`config.mk`:
```
export PLATFORM = sky130hd
export DESIGN_NAME = pstp_ctrl
export DESIGN_NICKNAME = d
export VERILOG_FILES = /design/src/hw/pstp_pkg.sv /design/src/hw/pstp_gap_timer.sv /design/src/hw/pstp_ctrl.sv
export VERILOG_INCLUDE_DIRS = /design/src /design/src/hw
export SDC_FILE = /design/constraint.sdc
export NUM_CORES = 1
export LEC_CHECK = 0
export ABC_AREA = 1
export BUFFER_PORTS_ARGS = -buffer_cell sky130_fd_sc_hd__buf_2
export CORE_ASPECT_RATIO = 0.7
export CORE_MARGIN = 2
export CORE_UTILIZATION = 47
export CTS_BUF_LIST = sky130_fd_sc_hd__clkbuf_16
export DETAILED_ROUTE_END_ITERATION = 8
export PLACE_DENSITY = 0.79
export SLEW_MARGIN = 20
export SYNTH_ARGS = -nofsm -noshare
export SYNTH_HDL_FRONTEND = slang
export SYNTH_SLANG_ARGS = --single-unit
export TNS_END_PERCENT = 10
```
`constraint.sdc`:
```
create_clock -name core_clk_in -period 2.11 [get_ports core_clk_in]
set_input_delay 0.422 -clock core_clk_in [delete_from_list [all_inputs] [get_ports core_clk_in]]
set_output_delay 0.422 -clock core_clk_in [all_outputs]
set_load 0.005 [all_outputs]
```
`src/hw/pstp_consts.svh`:
```
// What this block does
// - count errored self-test nibbles in an 8-bit counter, register bits 15:8
// - clear the error counter whenever a packet self test restarts
// - error counter saturates at its maximum until the test restarts
// - continuous mode sends pseudo-random data with no gaps between packets
// - continuous mode acts only together with the separate start controls
// - pattern enable bit turns 10 Mb/s test pattern on or off, resets zero
// - gap select bit picks 15 us idle when one, 10 us when zero
// - two-bit select picks data form0, data form1, link pulses or Manchester ones
// - jabber-disable bit turns the 10BASE-T jabber function off
`ifndef PSTP_CONSTS_SVH
`define PSTP_CONSTS_SVH
`define PSTP_ADDR_TENBASE_SC 5'h1A
`define PSTP_ADDR_CTRL 5'h1B
`define PSTP_ADDR_IRQ_STATUS 5'h1C
`define PSTP_ADDR_IRQ_CLEAR 5'h1D
`define PSTP_ADDR_IRQ_ENABLE 5'h1E
`define PSTP_ERRCNT_HI 15
`define PSTP_ERRCNT_LO 8
`define PSTP_CONT_BIT 5
`define PSTP_PATT_EN_BIT 4
`define PSTP_GAP_BIT 2
`define PSTP_JABBER_DIS_BIT 0
`define PSTP_ERRCNT_MAX 8'hFF
`define PSTP_CLK_MHZ 100
`define PSTP_GAP_LONG_US 15
`define PSTP_GAP_SHORT_US 10
`define PSTP_GAP_LONG_CYC (`PSTP_GAP_LONG_US * `PSTP_CLK_MHZ)
`define PSTP_GAP_SHORT_CYC (`PSTP_GAP_SHORT_US * `PSTP_CLK_MHZ)
`define PSTP_IRQ_SAT_BIT 0
`define PSTP_IRQ_ERR_BIT 1
`define PSTP_IRQ_GAP_BIT 2
`endif

```
`src/hw/pstp_pkg.sv`:
```
package pstp_pkg;
    typedef enum logic [1:0] {
        PSTP_PAT_DATA_END_OF_PACKET_FORM0,
        PSTP_PAT_DATA_END_OF_PACKET_FORM1,
        PSTP_PAT_LINK_PULSE,
        PSTP_PAT_MANCH_ONES
    } pstp_pattern_t;
    typedef enum logic [1:0] {
        PSTP_SEQ_IDLE,
        PSTP_SEQ_SEND,
        PSTP_SEQ_GAP
    } pstp_seq_state_t;
endpackage

```
`src/hw/pstp_gap_timer.sv`:
```
`timescale 1ns/1ps
`include "pstp_consts.svh"
// counts down the idle interval between test sequences
module pstp_gap_timer (
    input wire logic core_clk_in,
    input wire logic rst_in,
    input wire logic start_in,
    input wire logic long_gap_in,
    output logic done_out
);
    logic [10:0] count;
    logic running;

    // load on start, pulse done when the count reaches one
    always_ff @(posedge core_clk_in) begin
        if (rst_in) begin
            count <= 11'h000;
            running <= 1'b0;
            done_out <= 1'b0;
        end else if (start_in) begin
            count <= long_gap_in ? 11'(`PSTP_GAP_LONG_CYC) : 11'(`PSTP_GAP_SHORT_CYC);
            running <= 1'b1;
            done_out <= 1'b0;
        end else if (running) begin
            done_out <= (count == 11'h001);
            running <= (count != 11'h001);
            count <= count - 11'h001;
        end else begin
            done_out <= 1'b0;
        end
    end
endmodule

```
`src/hw/pstp_ctrl.sv`:
```
// Strobed register access was left to the implementer.
`timescale 1ns/1ps
`include "pstp_consts.svh"
// self-test error counter, continuous mode gating and 10 Mb/s pattern control
module pstp_ctrl (
    input wire logic core_clk_in,
    input wire logic rst_in,
    input wire logic [4:0] reg_addr_in,
    input wire logic [15:0] reg_wdata_in,
    input wire logic reg_wr_in,
    input wire logic reg_rd_in,
    output logic [15:0] reg_rdata_out,
    input wire logic selftest_start_in,
    input wire logic selftest_active_in,
    input wire logic nibble_error_in,
    input wire logic seq_done_in,
    output logic continuous_tx_out,
    output logic pattern_active_out,
    output logic [1:0] pattern_select_out,
    output logic seq_start_out,
    output logic jabber_enable_out,
    output logic irq_out
);
    logic [7:0] err_count;
    logic continuous_selftest_tx;
    logic tenmeg_pattern_enable;
    logic pattern_gap_select;
    logic [1:0] pattern_select;
    logic jabber_disable;
    logic [2:0] irq_status;
    logic [2:0] irq_enable;
    logic [2:0] irq_event;
    logic gap_done;
    pstp_pkg::pstp_seq_state_t seq_state;
    pstp_pkg::pstp_seq_state_t next_seq_state;

    // write decode shared by every register
    function automatic logic wr_hit(input logic [4:0] addr, input logic [4:0] target, input logic wr);
        return wr && (addr == target);
    endfunction

    // control fields of the self-test register; reserved bits are not stored
    always_ff @(posedge core_clk_in) begin
        if (rst_in) begin
            continuous_selftest_tx <= 1'b0;
            tenmeg_pattern_enable <= 1'b0;
            pattern_gap_select <= 1'b0;
            pattern_select <= 2'h0;
        end else if (wr_hit(reg_addr_in, `PSTP_ADDR_CTRL, reg_wr_in)) begin
            continuous_selftest_tx <= reg_wdata_in[`PSTP_CONT_BIT];
            tenmeg_pattern_enable <= reg_wdata_in[`PSTP_PATT_EN_BIT];
            pattern_gap_select <= reg_wdata_in[`PSTP_GAP_BIT];
            pattern_select <= reg_wdata_in[1:0];
        end
    end

    // jabber disable bit of the 10BASE-T status/control register
    always_ff @(posedge core_clk_in) begin
        if (rst_in) begin
            jabber_disable <= 1'b0;
        end else if (wr_hit(reg_addr_in, `PSTP_ADDR_TENBASE_SC, reg_wr_in)) begin
            jabber_disable <= reg_wdata_in[`PSTP_JABBER_DIS_BIT];
        end
    end
    assign jabber_enable_out = ~jabber_disable;

    // errored nibble counter: restart clears, saturates at max
    always_ff @(posedge core_clk_in) begin
        if (rst_in) begin
            err_count <= 8'h00;
        end else if (selftest_start_in) begin
            err_count <= 8'h00;
        end else if (selftest_active_in && nibble_error_in && err_count != `PSTP_ERRCNT_MAX) begin
            err_count <= err_count + 8'h01;
        end
    end

    // continuous transmit only while the self test has been started
    assign continuous_tx_out = continuous_selftest_tx && selftest_active_in;
    assign pattern_active_out = tenmeg_pattern_enable;
    assign pattern_select_out = pattern_select;

    // sequence/gap state machine for the 10 Mb/s patterns
    always_comb begin
        next_seq_state = seq_state;
        case (seq_state)
            pstp_pkg::PSTP_SEQ_IDLE: begin
                if (tenmeg_pattern_enable) begin
                    next_seq_state = pstp_pkg::PSTP_SEQ_SEND;
                end
            end
            pstp_pkg::PSTP_SEQ_SEND: begin
                if (!tenmeg_pattern_enable) begin
                    next_seq_state = pstp_pkg::PSTP_SEQ_IDLE;
                end else if (seq_done_in && pattern_select != 2'(pstp_pkg::PSTP_PAT_MANCH_ONES)) begin
                    next_seq_state = pstp_pkg::PSTP_SEQ_GAP;
                end
            end
            pstp_pkg::PSTP_SEQ_GAP: begin
                if (!tenmeg_pattern_enable) begin
                    next_seq_state = pstp_pkg::PSTP_SEQ_IDLE;
                end else if (gap_done) begin
                    next_seq_state = pstp_pkg::PSTP_SEQ_SEND;
                end
            end
            default: begin
                next_seq_state = pstp_pkg::PSTP_SEQ_IDLE;
            end
        endcase
    end

    always_ff @(posedge core_clk_in) begin
        if (rst_in) begin
            seq_state <= pstp_pkg::PSTP_SEQ_IDLE;
        end else begin
            seq_state <= next_seq_state;
        end
    end

    // start pulse for each sequence
    assign seq_start_out = (seq_state != pstp_pkg::PSTP_SEQ_SEND) && (next_seq_state == pstp_pkg::PSTP_SEQ_SEND);

    pstp_gap_timer u_gap (
        .core_clk_in(core_clk_in),
        .rst_in(rst_in),
        .start_in((seq_state == pstp_pkg::PSTP_SEQ_SEND) && (next_seq_state == pstp_pkg::PSTP_SEQ_GAP)),
        .long_gap_in(pattern_gap_select),
        .done_out(gap_done)
    );

    // interrupt events: saturation reached, any nibble error while the self test is active, gap ended
    always_comb begin
        irq_event = 3'h0;
        irq_event[`PSTP_IRQ_SAT_BIT] = selftest_active_in && nibble_error_in && err_count == 8'hFE;
        irq_event[`PSTP_IRQ_ERR_BIT] = selftest_active_in && nibble_error_in;
        // a timer left running after the pattern was disabled must not raise a gap event
        irq_event[`PSTP_IRQ_GAP_BIT] = gap_done && (seq_state == pstp_pkg::PSTP_SEQ_GAP);
    end

    // sticky status; a new event wins over a clear in the same cycle
    always_ff @(posedge core_clk_in) begin
        if (rst_in) begin
            irq_status <= 3'h0;
        end else if (wr_hit(reg_addr_in, `PSTP_ADDR_IRQ_CLEAR, reg_wr_in)) begin
            irq_status <= (irq_status & ~reg_wdata_in[2:0]) | irq_event;
        end else begin
            irq_status <= irq_status | irq_event;
        end
    end

    always_ff @(posedge core_clk_in) begin
        if (rst_in) begin
            irq_enable <= 3'h0;
        end else if (wr_hit(reg_addr_in, `PSTP_ADDR_IRQ_ENABLE, reg_wr_in)) begin
            irq_enable <= reg_wdata_in[2:0];
        end
    end
    assign irq_out = |(irq_status & irq_enable);

    // read data one cycle after the strobe; reserved bits read zero
    always_ff @(posedge core_clk_in) begin
        if (rst_in) begin
            reg_rdata_out <= 16'h0000;
        end else if (reg_rd_in) begin
            case (reg_addr_in)
                `PSTP_ADDR_CTRL: reg_rdata_out <= {err_count, 2'h0, continuous_selftest_tx,
                    tenmeg_pattern_enable, 1'b0, pattern_gap_select, pattern_select};
                `PSTP_ADDR_TENBASE_SC: reg_rdata_out <= {15'h0000, jabber_disable};
                `PSTP_ADDR_IRQ_STATUS: reg_rdata_out <= {13'h0000, irq_status};
                `PSTP_ADDR_IRQ_ENABLE: reg_rdata_out <= {13'h0000, irq_enable};
                default: reg_rdata_out <= 16'h0000;
            endcase
        end else begin
            reg_rdata_out <= 16'h0000;
        end
    end

    // checks
    a_err_clear: assert property (@(posedge core_clk_in) disable iff (rst_in)
        selftest_start_in |=> err_count == 8'h00) else $error("error counter not cleared");
    a_err_count: assert property (@(posedge core_clk_in) disable iff (rst_in)
        (!selftest_start_in && selftest_active_in && nibble_error_in && err_count != 8'hFF)
        |=> err_count == $past(err_count) + 8'h01) else $error("error counter missed a nibble");
    a_err_saturate: assert property (@(posedge core_clk_in) disable iff (rst_in)
        (err_count == 8'hFF && !selftest_start_in) |=> err_count == 8'hFF) else $error("counter wrapped");
    a_cont_gated: assert property (@(posedge core_clk_in) disable iff (rst_in)
        continuous_tx_out |-> selftest_active_in) else $error("continuous without start");
    a_cont_follow: assert property (@(posedge core_clk_in) disable iff (rst_in)
        (continuous_selftest_tx && selftest_active_in) |-> continuous_tx_out) else $error("continuous dropped");
    a_patt_off: assert property (@(posedge core_clk_in) disable iff (rst_in)
        !tenmeg_pattern_enable |=> seq_state == pstp_pkg::PSTP_SEQ_IDLE) else $error("pattern runs disabled");
    a_gap_short: assert property (@(posedge core_clk_in) disable iff (rst_in)
        (u_gap.start_in && !u_gap.long_gap_in) |=> u_gap.count == 11'd1000) else $error("short gap wrong");
    a_gap_long: assert property (@(posedge core_clk_in) disable iff (rst_in)
        (u_gap.start_in && u_gap.long_gap_in) |=> u_gap.count == 11'd1500) else $error("long gap wrong");
    a_jabber_bit: assert property (@(posedge core_clk_in) disable iff (rst_in)
        wr_hit(reg_addr_in, `PSTP_ADDR_TENBASE_SC, reg_wr_in) |=> jabber_enable_out == !$past(reg_wdata_in[0]))
        else $error("jabber control wrong");
    a_sel_pass: assert property (@(posedge core_clk_in) disable iff (rst_in)
        wr_hit(reg_addr_in, `PSTP_ADDR_CTRL, reg_wr_in) |=> pattern_select_out == $past(reg_wdata_in[1:0]))
        else $error("pattern select wrong");
    c_saturate: cover property (@(posedge core_clk_in) err_count == 8'hFF);
    c_gap_done: cover property (@(posedge core_clk_in) gap_done);
    c_cont_tx: cover property (@(posedge core_clk_in) continuous_tx_out);
endmodule

```
==> results.txt, run 1 <==
status = finished clean
WP buf/inv = 2
peak supply drop = 416 µV
row count = 21
DRC viols = 0
max-slew violations = 0
worst-margin pin slew = 0.529 ns
Placed Cells incl. Taps = 401
FILL cells = 429
Comb power frac = 4.7%
type of the worst setup path = register to primary output
# port buffers = 37
Final ANT Viol Nets = 0
Worst-Skew Late Latency = 0.29 ns
R2R Setup Slk = 0.51 ns
Final nets = 384
vias in the first global route = 1,759
die height = 62.0 µm
Int Power = 1370 µW
hold_buf cts = 0
Setup-failing EPs final = 0
register area share after synthesis = 42.6%
fmax = 0.610 GHz
largest net degree at the start of global routing = 17
Post-Synthesis Cell Area = 0.00226 mm²
Die ar. = 0.00538 mm²
Min-Delay Path Depth = 3
routed vias = 2,103
CTS H-tree depth = 2
clk slew on worst S/H paths = 0.06 ns
initial antenna violation count = 0
Period minus WS final = 1.64 ns
Area Overhead vs Synth = 17.0%
Initial Util = 48.0%
RSZ-0062 raised after global routing = false
Worst Skew = 0.00582 ns
Lkg Pwr = 0.00118 µW
Core Area = 0.00470 mm²
Slowest-stage cell, CP = dfxtp_1
residual overflow from global routing = 0
Final Hold Vio Count = 0
Worst Hold Launch = nibble_error_in
first-pass GRT wire length = 8190 µm
n_diodes = 0
GP Congestion = 0.993
Max Root-Sink Buffers = 2
Largest stage delay, worst path = 0.41 ns
switching portion of total power = 22.9%
post_cts resized = 0
Largest delay share family, worst path = flip-flops
CP endpoint kind = primary output
gr usage total = 20.1%
Fin Setup TNS = 0 ns
NetSw = 406 µW
layout cells sized above 1 = 17.6%
non-filler cells, final = 409
pre-CTS setup slack = 0.560 ns
flops & latches, synth = 48
period utilization = 77.7%
clock sinks = 48
post-route cell area = 0.00264 mm²
R2R Path End = u_gap.count[8]$_SDFFE_PP0P_
hpwl dp = 3930 µm
Cells after Synth = 310
part of the power in registers = 51.4%
CTS tree = yes
max-cap violations = 0
average cell area after synthesis = 7.28 µm²
Worst Path Max Fanout = 6
TritonCTS buffer count = 5
Fin Hold WS = 0.402 ns
power density cells = 673 mW/mm²
synth warn = 0
Placed Area = 0.00250 mm²
critical path, cell by cell = inv_1, nor3_1, buf_2
CP Data Arrival Time = 1.22 ns
wire length per cell = 12.8 µm
hold endpoint = irq_status[1]$_SDFF_PP0_
setup slack after layout = 0.470 ns
startpoint class of the critical path = register
Clock Power Share = 43.8%
Root Buffer = clkbuf_16
slew margin rel. = 64.4%
worst r2r src = u_gap.count[0]$_SDFFE_PP0P_
worst min-delay path category = primary input to register
first-pass iteration count of the detailed router = 5
R2R cell count = 8
Initial DRC Count = 102
CP required = 1.69 ns
Setup Fix Bufs, Post-CTS = 0
chip width = 86.8 µm
IO Count = 52
final wirelength = 5220 µm
Netlist cell types = 30
drt via density = 5.14
metal layers:
layer	vias up	track usage, %	share of wire (%)
met5	-	0	0
met4	0	6.25	1.1
met3	4	5.55	6.9
met2	77	29.8	44
met1	949	28.8	48
li1	1073	-	-
synthesized netlist by cell type:
library cell,count,share of area (%)
a21oi_1,23,5.1
inv_1,50,8.3
buf_4,3,1.0
buf_2,1,0.22
nand2_2,1,0.28
nand4_1,5,1.4
clkbuf_1,3,0.50
a2111oi_0,1,0.39
nor3_1,12,2.7
dfxtp_1,48,43
o211ai_1,4,1.3
ha_1,4,2.2
xor2_1,10,3.9
nor2_2,1,0.28
inv_2,3,0.50
nor3_4,1,0.72
nor2_4,2,1.0
nor3_2,1,0.44
inv_6,1,0.39
a31oi_1,2,0.55
nand4_2,1,0.55
a21oi_2,2,0.78
nor4_1,2,0.55
nor2_1,20,3.3
conb_1,1,0.17
nand2_4,1,0.50
nand2_1,68,11
o21ai_0,17,3.8
nand3_2,2,0.89
nand3_1,20,4.4
registers in the layout (all words and copies together) (netlist names):
| name | flops |
|---|---|
| u_gap.running | 1 |
| jabber_disable | 1 |
| u_gap.done_out | 1 |
| irq_enable | 3 |
| u_gap.count | 11 |
| continuous_selftest_tx | 1 |
| pattern_active_out | 1 |
| pattern_select_out | 2 |
| reg_rdata_out | 13 |
| seq_state | 2 |
| pattern_gap_select | 1 |
| err_count | 8 |
| irq_status | 3 |
logic make-up after synthesis:
kind of cell	after synthesis	synth area share, %
AND/OR/NAND/NOR	137	28.3
flip-flops	48	42.6
other	1	0.166
buffers and inverters	61	10.9
AO/OA/AOI/OAI	49	11.9
adder cells (fa/ha/maj)	4	2.22
XOR/XNOR	10	3.88
tightest hold or removal path: stages:
cell     delay [ns]
buf_2          0.10
nand2_1        0.06
a21oi_1        0.06
cells in the final DEF, fill, tap and decap left out, types with 4 or more instances in the layout:
cell / Yosys / routed
a21oi_1: 23 / 23
buf_2: 1 / 37
clkbuf_16: 0 / 5
dfxtp_1: 48 / 48
ha_1: 4 / 4
inv_1: 50 / 50
nand2_1: 68 / 68
nand3_1: 20 / 20
nand4_1: 5 / 5
nor2_1: 20 / 20
nor3_1: 12 / 12
o211ai_1: 4 / 4
o21ai_0: 17 / 17
xor2_1: 10 / 10
how the worst max path moves through the flow:
| stage | startpoint | end | cells past startpoint |
|---|---|---|---|
| final | pattern_active_out$_SDFFE_PP0P_ | seq_start_out | 3 |
| after global routing | pattern_active_out$_SDFFE_PP0P_ | seq_start_out | 3 |
| after CTS | pattern_active_out$_SDFFE_PP0P_ | seq_start_out | 3 |
| after detailed placement | err_count[1]$_SDFFE_PP0P_ | err_count[1]$_SDFFE_PP0P_ | 8 |
| after global placement | u_gap.count[0]$_SDFFE_PP0P_ | u_gap.count[8]$_SDFFE_PP0P_ | 8 |
| after floorplan | u_gap.count[0]$_SDFFE_PP0P_ | u_gap.count[8]$_SDFFE_PP0P_ | 8 |
through the flow:
step | power [µW] | utilization (%)
6_report | 1780 | 56.2
3_5_place_dp | 1020 | 53.1
3_3_place_gp | 1020 | 53.1
2_1_floorplan | 984 | -
4_1_cts | 1790 | 56.2
5_1_grt | 1840 | 56.2
area by class of cell:
| type | count | area (µm²) | share of cell area [%] |
|---|---|---|---|
| Multi-Input combinational cell | 203 | 1060 | 40.0 |
| Sequential cell | 48 | 961 | 36.4 |
| Inverter | 54 | 208 | 7.86 |
| Timing Repair Buffer | 39 | 200 | 7.58 |
| Clock buffer | 5 | 125 | 4.74 |
| Tap cell | 57 | 71.3 | 2.70 |
| Clock inverter | 3 | 18.8 | 0.711 |
power groups by stage:
stage / Sequential [µW] / Clock (µW) / Combinational [µW]
after floorplan: 934 / 0 / 50.0
after global placement: 935 / 0 / 80.9
after detailed placement: 935 / 0 / 82.9
after CTS: 914 / 787 / 83.8
after global routing: 914 / 831 / 92.9
final: 915 / 779 / 84.2
Note: power is estimated with default switching activity, not from simulation.
==> run 2: changes to the inputs <==
Clock period 2.11 ns to 1.7 ns, I/O delays scaled along.
==> results.txt, run 2 (synthesis gave the netlist of run 1 again) <==
most frequent cells in the layout = nand2_1 (68), inv_1 (50), dfxtp_1 (48)
Fin Setup TNS = 0 ns (unchanged)
FILL cells = 446 (+4.0%)
CTS H-tree depth = 2 (unchanged)
residual overflow from global routing = 0 (unchanged)
status = finished clean
Setup-failing EPs final = 0 (unchanged)
Slowest-stage cell, CP = dfxtp_1
drt via density = 5.16 (+0.30%)
clk slew on worst S/H paths = 0.06 ns (about the same)
peak supply drop = 458 µV (+10%)
R2R Path End = u_gap.count[8]$_SDFFE_PP0P_
n_diodes = 0 (unchanged)
Core Area = 0.00470 mm² (unchanged)
Largest regs = reg_rdata_out: 13 flops, u_gap.count: 11 flops, err_count: 8 flops
Most flops, register = reg_rdata_out
Period minus WS final = 1.56 ns
# port buffers = 37 (unchanged)
type of the worst setup path = register to primary output
Min-Delay Path Depth = 3 (unchanged)
crit path launch = pattern_active_out$_SDFFE_PP0P_
chip width = 86.8 µm (unchanged)
GP Congestion = 0.903 (-9.1%)
die height = 62.0 µm (unchanged)
Setup Fix Bufs, Post-CTS = 0 (unchanged)
Root Buffer = clkbuf_16
post_cts resized = 0 (unchanged)
Final nets = 388 (+1.0%)
fmax = 0.639 GHz
hpwl dp = 4050 µm (+2.9%)
Initial Util = 48.0% (unchanged)
commonest non-fill, non-tap cell in the layout = nand2_1
row count = 21 (unchanged)
worst min-delay path category = primary input to register
TritonCTS buffer count = 5 (unchanged)
RSZ-0062 raised after global routing = false
max FFs per register = 13 (unchanged)
non-filler cells, final = 413 (+0.98%)
CTS tree = yes
power density cells = 830 mW/mm² (+23%)
Worst Hold Launch = nibble_error_in
slew margin rel. = 66.0% (+1.6 points)
CP Data Arrival Time = 1.22 ns (about the same)
R2R Setup Slk = 0.21 ns (-0.30 ns)
Area Overhead vs Synth = 18.6%
Worst Skew = 0.00209 ns (-0.00373 ns)
first-pass iteration count of the detailed router = 6 (+1)
IO Count = 52 (unchanged)
Max Root-Sink Buffers = 2 (unchanged)
clock sinks = 48 (unchanged)
Worst-Skew Late Latency = 0.29 ns (about the same)
layout cells sized above 1 = 18.8% (+1.2 points)
initial antenna violation count = 0 (unchanged)
Fin Hold WS = 0.334 ns (-0.0679 ns)
Final ANT Viol Nets = 0 (unchanged)
hold_buf cts = 0 (unchanged)
Die ar. = 0.00538 mm² (unchanged)
worst r2r src = u_gap.count[0]$_SDFFE_PP0P_
CP required = 1.36 ns (-0.33 ns)
Lkg Pwr = 0.00121 µW (+1.9%)
largest net degree at the start of global routing = 17 (unchanged)
Pwr Total = 2220 µW (+25%)
hold endpoint = irq_status[1]$_SDFF_PP0_
critical path, cell by cell = inv_1, nor3_1, buf_2
gr usage total = 21.4% (+1.2 points)
CP endpoint kind = primary output
DRC viols = 0 (unchanged)
Largest stage delay, worst path = 0.41 ns (about the same)
max-cap violations = 0 (unchanged)
setup slack after layout = 0.136 ns (-0.334 ns)
period utilization = 92.0%
Placed Cells incl. Taps = 405 (+1.0%)
final wirelength = 5420 µm (+3.9%)
pre-CTS setup slack = 0.227 ns (-0.333 ns)
Initial DRC Count = 101 (-0.98%)
routed vias = 2,130 (+1.3%)
worst-margin pin slew = 0.505 ns (-0.0240 ns)
wire length per cell = 13.1 µm (+2.9%)
vias in the first global route = 1,824 (+3.7%)
Final Hold Vio Count = 0 (unchanged)
Worst Path Max Fanout = 6 (unchanged)
first-pass GRT wire length = 8740 µm (+6.7%)
startpoint class of the critical path = register
R2R cell count = 8 (unchanged)
max-slew violations = 0 (unchanged)
[run 2: changes by cell type in the layout (fill, tap and decap cells not counted), sizes merged]
cell / change
buf: +4
[run 2: how the worst max path moves through the flow]
stage | to | slack, ns | cells past startpoint
2_1_floorplan | u_gap.count[8]$_SDFFE_PP0P_ | 0.35 | 8
3_3_place_gp | u_gap.count[8]$_SDFFE_PP0P_ | 0.25 | 8
3_5_place_dp | u_gap.count[8]$_SDFFE_PP0P_ | 0.23 | 8
4_1_cts | seq_start_out | 0.13 | 3
5_1_grt | seq_start_out | 0.03 | 3
6_report | seq_start_out | 0.14 | 3
[run 2: report_power, final]
part           internal, µW  leakage (µW)  total, µW  switching (µW)
sequential             1130      0.000387       1130            4.28
clock                   547     0.0000660        976             429
combinational          35.2      0.000753        110            74.9
total                  1710       0.00121       2220             508
[run 2: critical path: cells and delay by family, from the launching register on]
family                 cells  cell delay (ns)
flip-flops                 1             0.41
buffers and inverters      2             0.27
AND/OR/NAND/NOR            1             0.25
[run 2: layout make-up]
| type | count | area [µm²] | area share, % |
|---|---|---|---|
| multi-input combinational | 203 | 1060 | 39.5 |
| sequential | 48 | 961 | 35.9 |
| timing repair buffer | 43 | 230 | 8.60 |
| inverter | 54 | 208 | 7.76 |
| clock buffer | 5 | 125 | 4.68 |
| tap | 57 | 71.3 | 2.66 |
| clock inverter | 3 | 23.8 | 0.888 |
[run 2: layer usage]
layer	vias up	part of all wire, %	GRT usage (%)	wire (µm)
met3	7	5.9	3.96	322
met5	-	0	0	0
li1	1075	-	-	-
met4	0	1.3	6.70	70
met1	975	48	30.6	2590
met2	73	45	32.9	2440
[run 2: through the flow]
step	area, µm²	util [%]
3_5_place_dp	2530	53.7
2_1_floorplan	2260	-
6_report	2680	56.9
5_1_grt	2680	56.9
4_1_cts	2680	56.9
3_3_place_gp	2530	53.7
==> run 3: changes to the inputs <==
Settings changed: GPL_TIMING_DRIVEN set to 0.
==> results.txt, run 3 (synthesis gave the netlist of run 1 again) <==
grt met1 use = 30.8% (+0.12 points)
Fin Setup TNS = 0 ns (unchanged)
Worst-Skew Late Latency = 0.29 ns (about the same)
max-slew violations = 0 (unchanged)
largest net degree at the start of global routing = 16 (-1)
most frequent cells in the layout = nand2_1 (68), inv_1 (50), dfxtp_1 (48)
R2R Path End = err_count[1]$_SDFFE_PP0P_
Final ANT Viol Nets = 0 (unchanged)
CTS H-tree depth = 2 (unchanged)
R2R cell count = 8 (unchanged)
CP endpoint kind = primary output
routed vias = 2,109 (-0.99%)
setup slack after layout = 0.152 ns (+0.0158 ns)
CTS tree = yes
power density cells = 877 mW/mm² (+5.7%)
Die ar. = 0.00538 mm² (unchanged)
Period minus WS final = 1.55 ns (-0.0158 ns)
vias in the first global route = 1,891 (+3.7%)
Area Overhead vs Synth = 19.2%
first-pass GRT wire length = 8760 µm (+0.16%)
Root Buffer = clkbuf_16
Largest regs = reg_rdata_out: 13 flops, u_gap.count: 11 flops, err_count: 8 flops
die height = 62.0 µm (unchanged)
R2R Setup Slk = 0.17 ns (-0.04 ns)
CP required = 1.36 ns (about the same)
DRC viols = 0 (unchanged)
type of the worst setup path = register to primary output
chip width = 86.8 µm (unchanged)
worst-margin pin slew = 0.567 ns (+0.0616 ns)
Max Root-Sink Buffers = 2 (unchanged)
hpwl dp = 4180 µm (+3.4%)
max-cap violations = 0 (unchanged)
non-filler cells, final = 413 (unchanged)
row count = 21 (unchanged)
GP Congestion = 0.926 (+2.6%)
Most flops, register = reg_rdata_out
Final nets = 388 (unchanged)
initial antenna violation count = 0 (unchanged)
worst min-delay path category = primary input to register
Final Hold Vio Count = 0 (unchanged)
clk slew on worst S/H paths = 0.06 ns (about the same)
RSZ-0062 raised after global routing = false
n_diodes = 0 (unchanged)
period utilization = 91.1% (-0.93 points)
Worst Skew = 0.00637 ns (+0.00428 ns)
# port buffers = 36 (-2.7%)
worst r2r src = err_count[1]$_SDFFE_PP0P_
Placed Area = 0.00252 mm² (-0.45%)
CP Data Arrival Time = 1.21 ns (about the same)
pre-CTS setup slack = 0.109 ns (-0.118 ns)
peak supply drop = 462 µV (+0.72%)
commonest non-fill, non-tap cell in the layout = nand2_1
gr usage total = 21.1% (-0.20 points)
startpoint class of the critical path = register
wire length per cell = 13.2 µm (+0.55%)
met2 Track Usage GR = 30.8% (-2.2 points)
Placed Cells incl. Taps = 405 (unchanged)
most used routing layer = met2
layout cells sized above 1 = 18.5% (-0.28 points)
hold_buf cts = 0 (unchanged)
Initial DRC Count = 134 (+33%)
drt via density = 5.11 (-0.99%)
Core Area = 0.00470 mm² (unchanged)
post-route cell area = 0.00269 mm² (+0.56%)
fmax = 0.646 GHz (+1.0%)
slew margin rel. = 61.9% (-4.1 points)
first-pass iteration count of the detailed router = 5 (-1)
hold endpoint = pattern_active_out$_SDFFE_PP0P_
Worst Path Max Fanout = 6 (unchanged)
final wirelength = 5450 µm (+0.55%)
residual overflow from global routing = 0 (unchanged)
met3 usage = 6.08% (+2.1 points)
Worst Hold Launch = reg_wdata_in[4]
IO Count = 52 (unchanged)
clock sinks = 48 (unchanged)
TritonCTS buffer count = 5 (unchanged)
Min-Delay Path Depth = 3 (unchanged)
Lkg Pwr = 0.00121 µW (+0.27%)
status = finished clean
Initial Util = 48.0% (unchanged)
max FFs per register = 13 (unchanged)
Setup-failing EPs final = 0 (unchanged)
## run 3: cell types whose count changed in the layout (fill, tap and decap cells not counted), sizes merged
cell      previous run  this run
bufinv               0         1
clkbuf               5         8
buf                 43        40
clkinvlp             2         0
clkinv               1         2
## run 3: layout make-up
cell class              count  area (µm²)
fillers                   430        2010
multi-input cells         203        1060
flip-flops and latches     48         961
inverters                  54         208
repair buffers             36         180
clock buffers               5         125
well taps                  57        71.3
clock inverters             3        42.5
plain buffers               7        38.8
## run 3: metrics by stage
stage	hold WS [ns]	total power (µW)	util, %
finish	0.341	2360	57.2
floorplan	0.409	1220	-
global placement	0.455	1270	53.5
CTS	0.334	2360	57.1
detailed placement	0.458	1270	53.5
global route	0.351	2430	57.2
## run 3: what timing repair did
| action | CTS | global route |
|---|---|---|
| hold endpoints to repair | 0 | 0 |
| gates resized for setup | 0 | 3 |
| buffers inserted | 0 | 0 |
| setup endpoints to repair | 0 | 4 |
## run 3: worst max-delay path, stage by stage (launching register included)
cell	delay, ns
dfxtp_1	0.41
inv_1	0.10
nor3_1	0.25
buf_2	0.16
## run 3: report_power, final
| group | switching (µW) | leakage [µW] | total, µW | internal [µW] |
|---|---|---|---|---|
| combinational | 74.8 | 0.000741 | 111 | 35.8 |
| sequential | 4.80 | 0.000387 | 1130 | 1130 |
| clock | 423 | 0.0000814 | 1110 | 691 |
## run 3: routing by layer
layer | share of wire (%) | wire length, µm | up-vias
met4 | 1.1 | 59 | 0
met5 | 0 | 0 | -
li1 | - | - | 1070
met2 | 42 | 2290 | 71
met3 | 8.0 | 434 | 10
met1 | 49 | 2670 | 958
## run 3: worst max path at each step
stage                     slack, ns                            start                          end  cells after the start
final                          0.15  pattern_active_out$_SDFFE_PP0P_                seq_start_out                      3
after global routing          0.004        err_count[1]$_SDFFE_PP0P_    err_count[1]$_SDFFE_PP0P_                      8
after CTS                      0.09        err_count[1]$_SDFFE_PP0P_    err_count[1]$_SDFFE_PP0P_                      8
after detailed placement       0.11        err_count[1]$_SDFFE_PP0P_    err_count[1]$_SDFFE_PP0P_                      8
after global placement         0.15        err_count[1]$_SDFFE_PP0P_    err_count[1]$_SDFFE_PP0P_                      8
after floorplan                0.35      u_gap.count[0]$_SDFFE_PP0P_  u_gap.count[8]$_SDFFE_PP0P_                      8
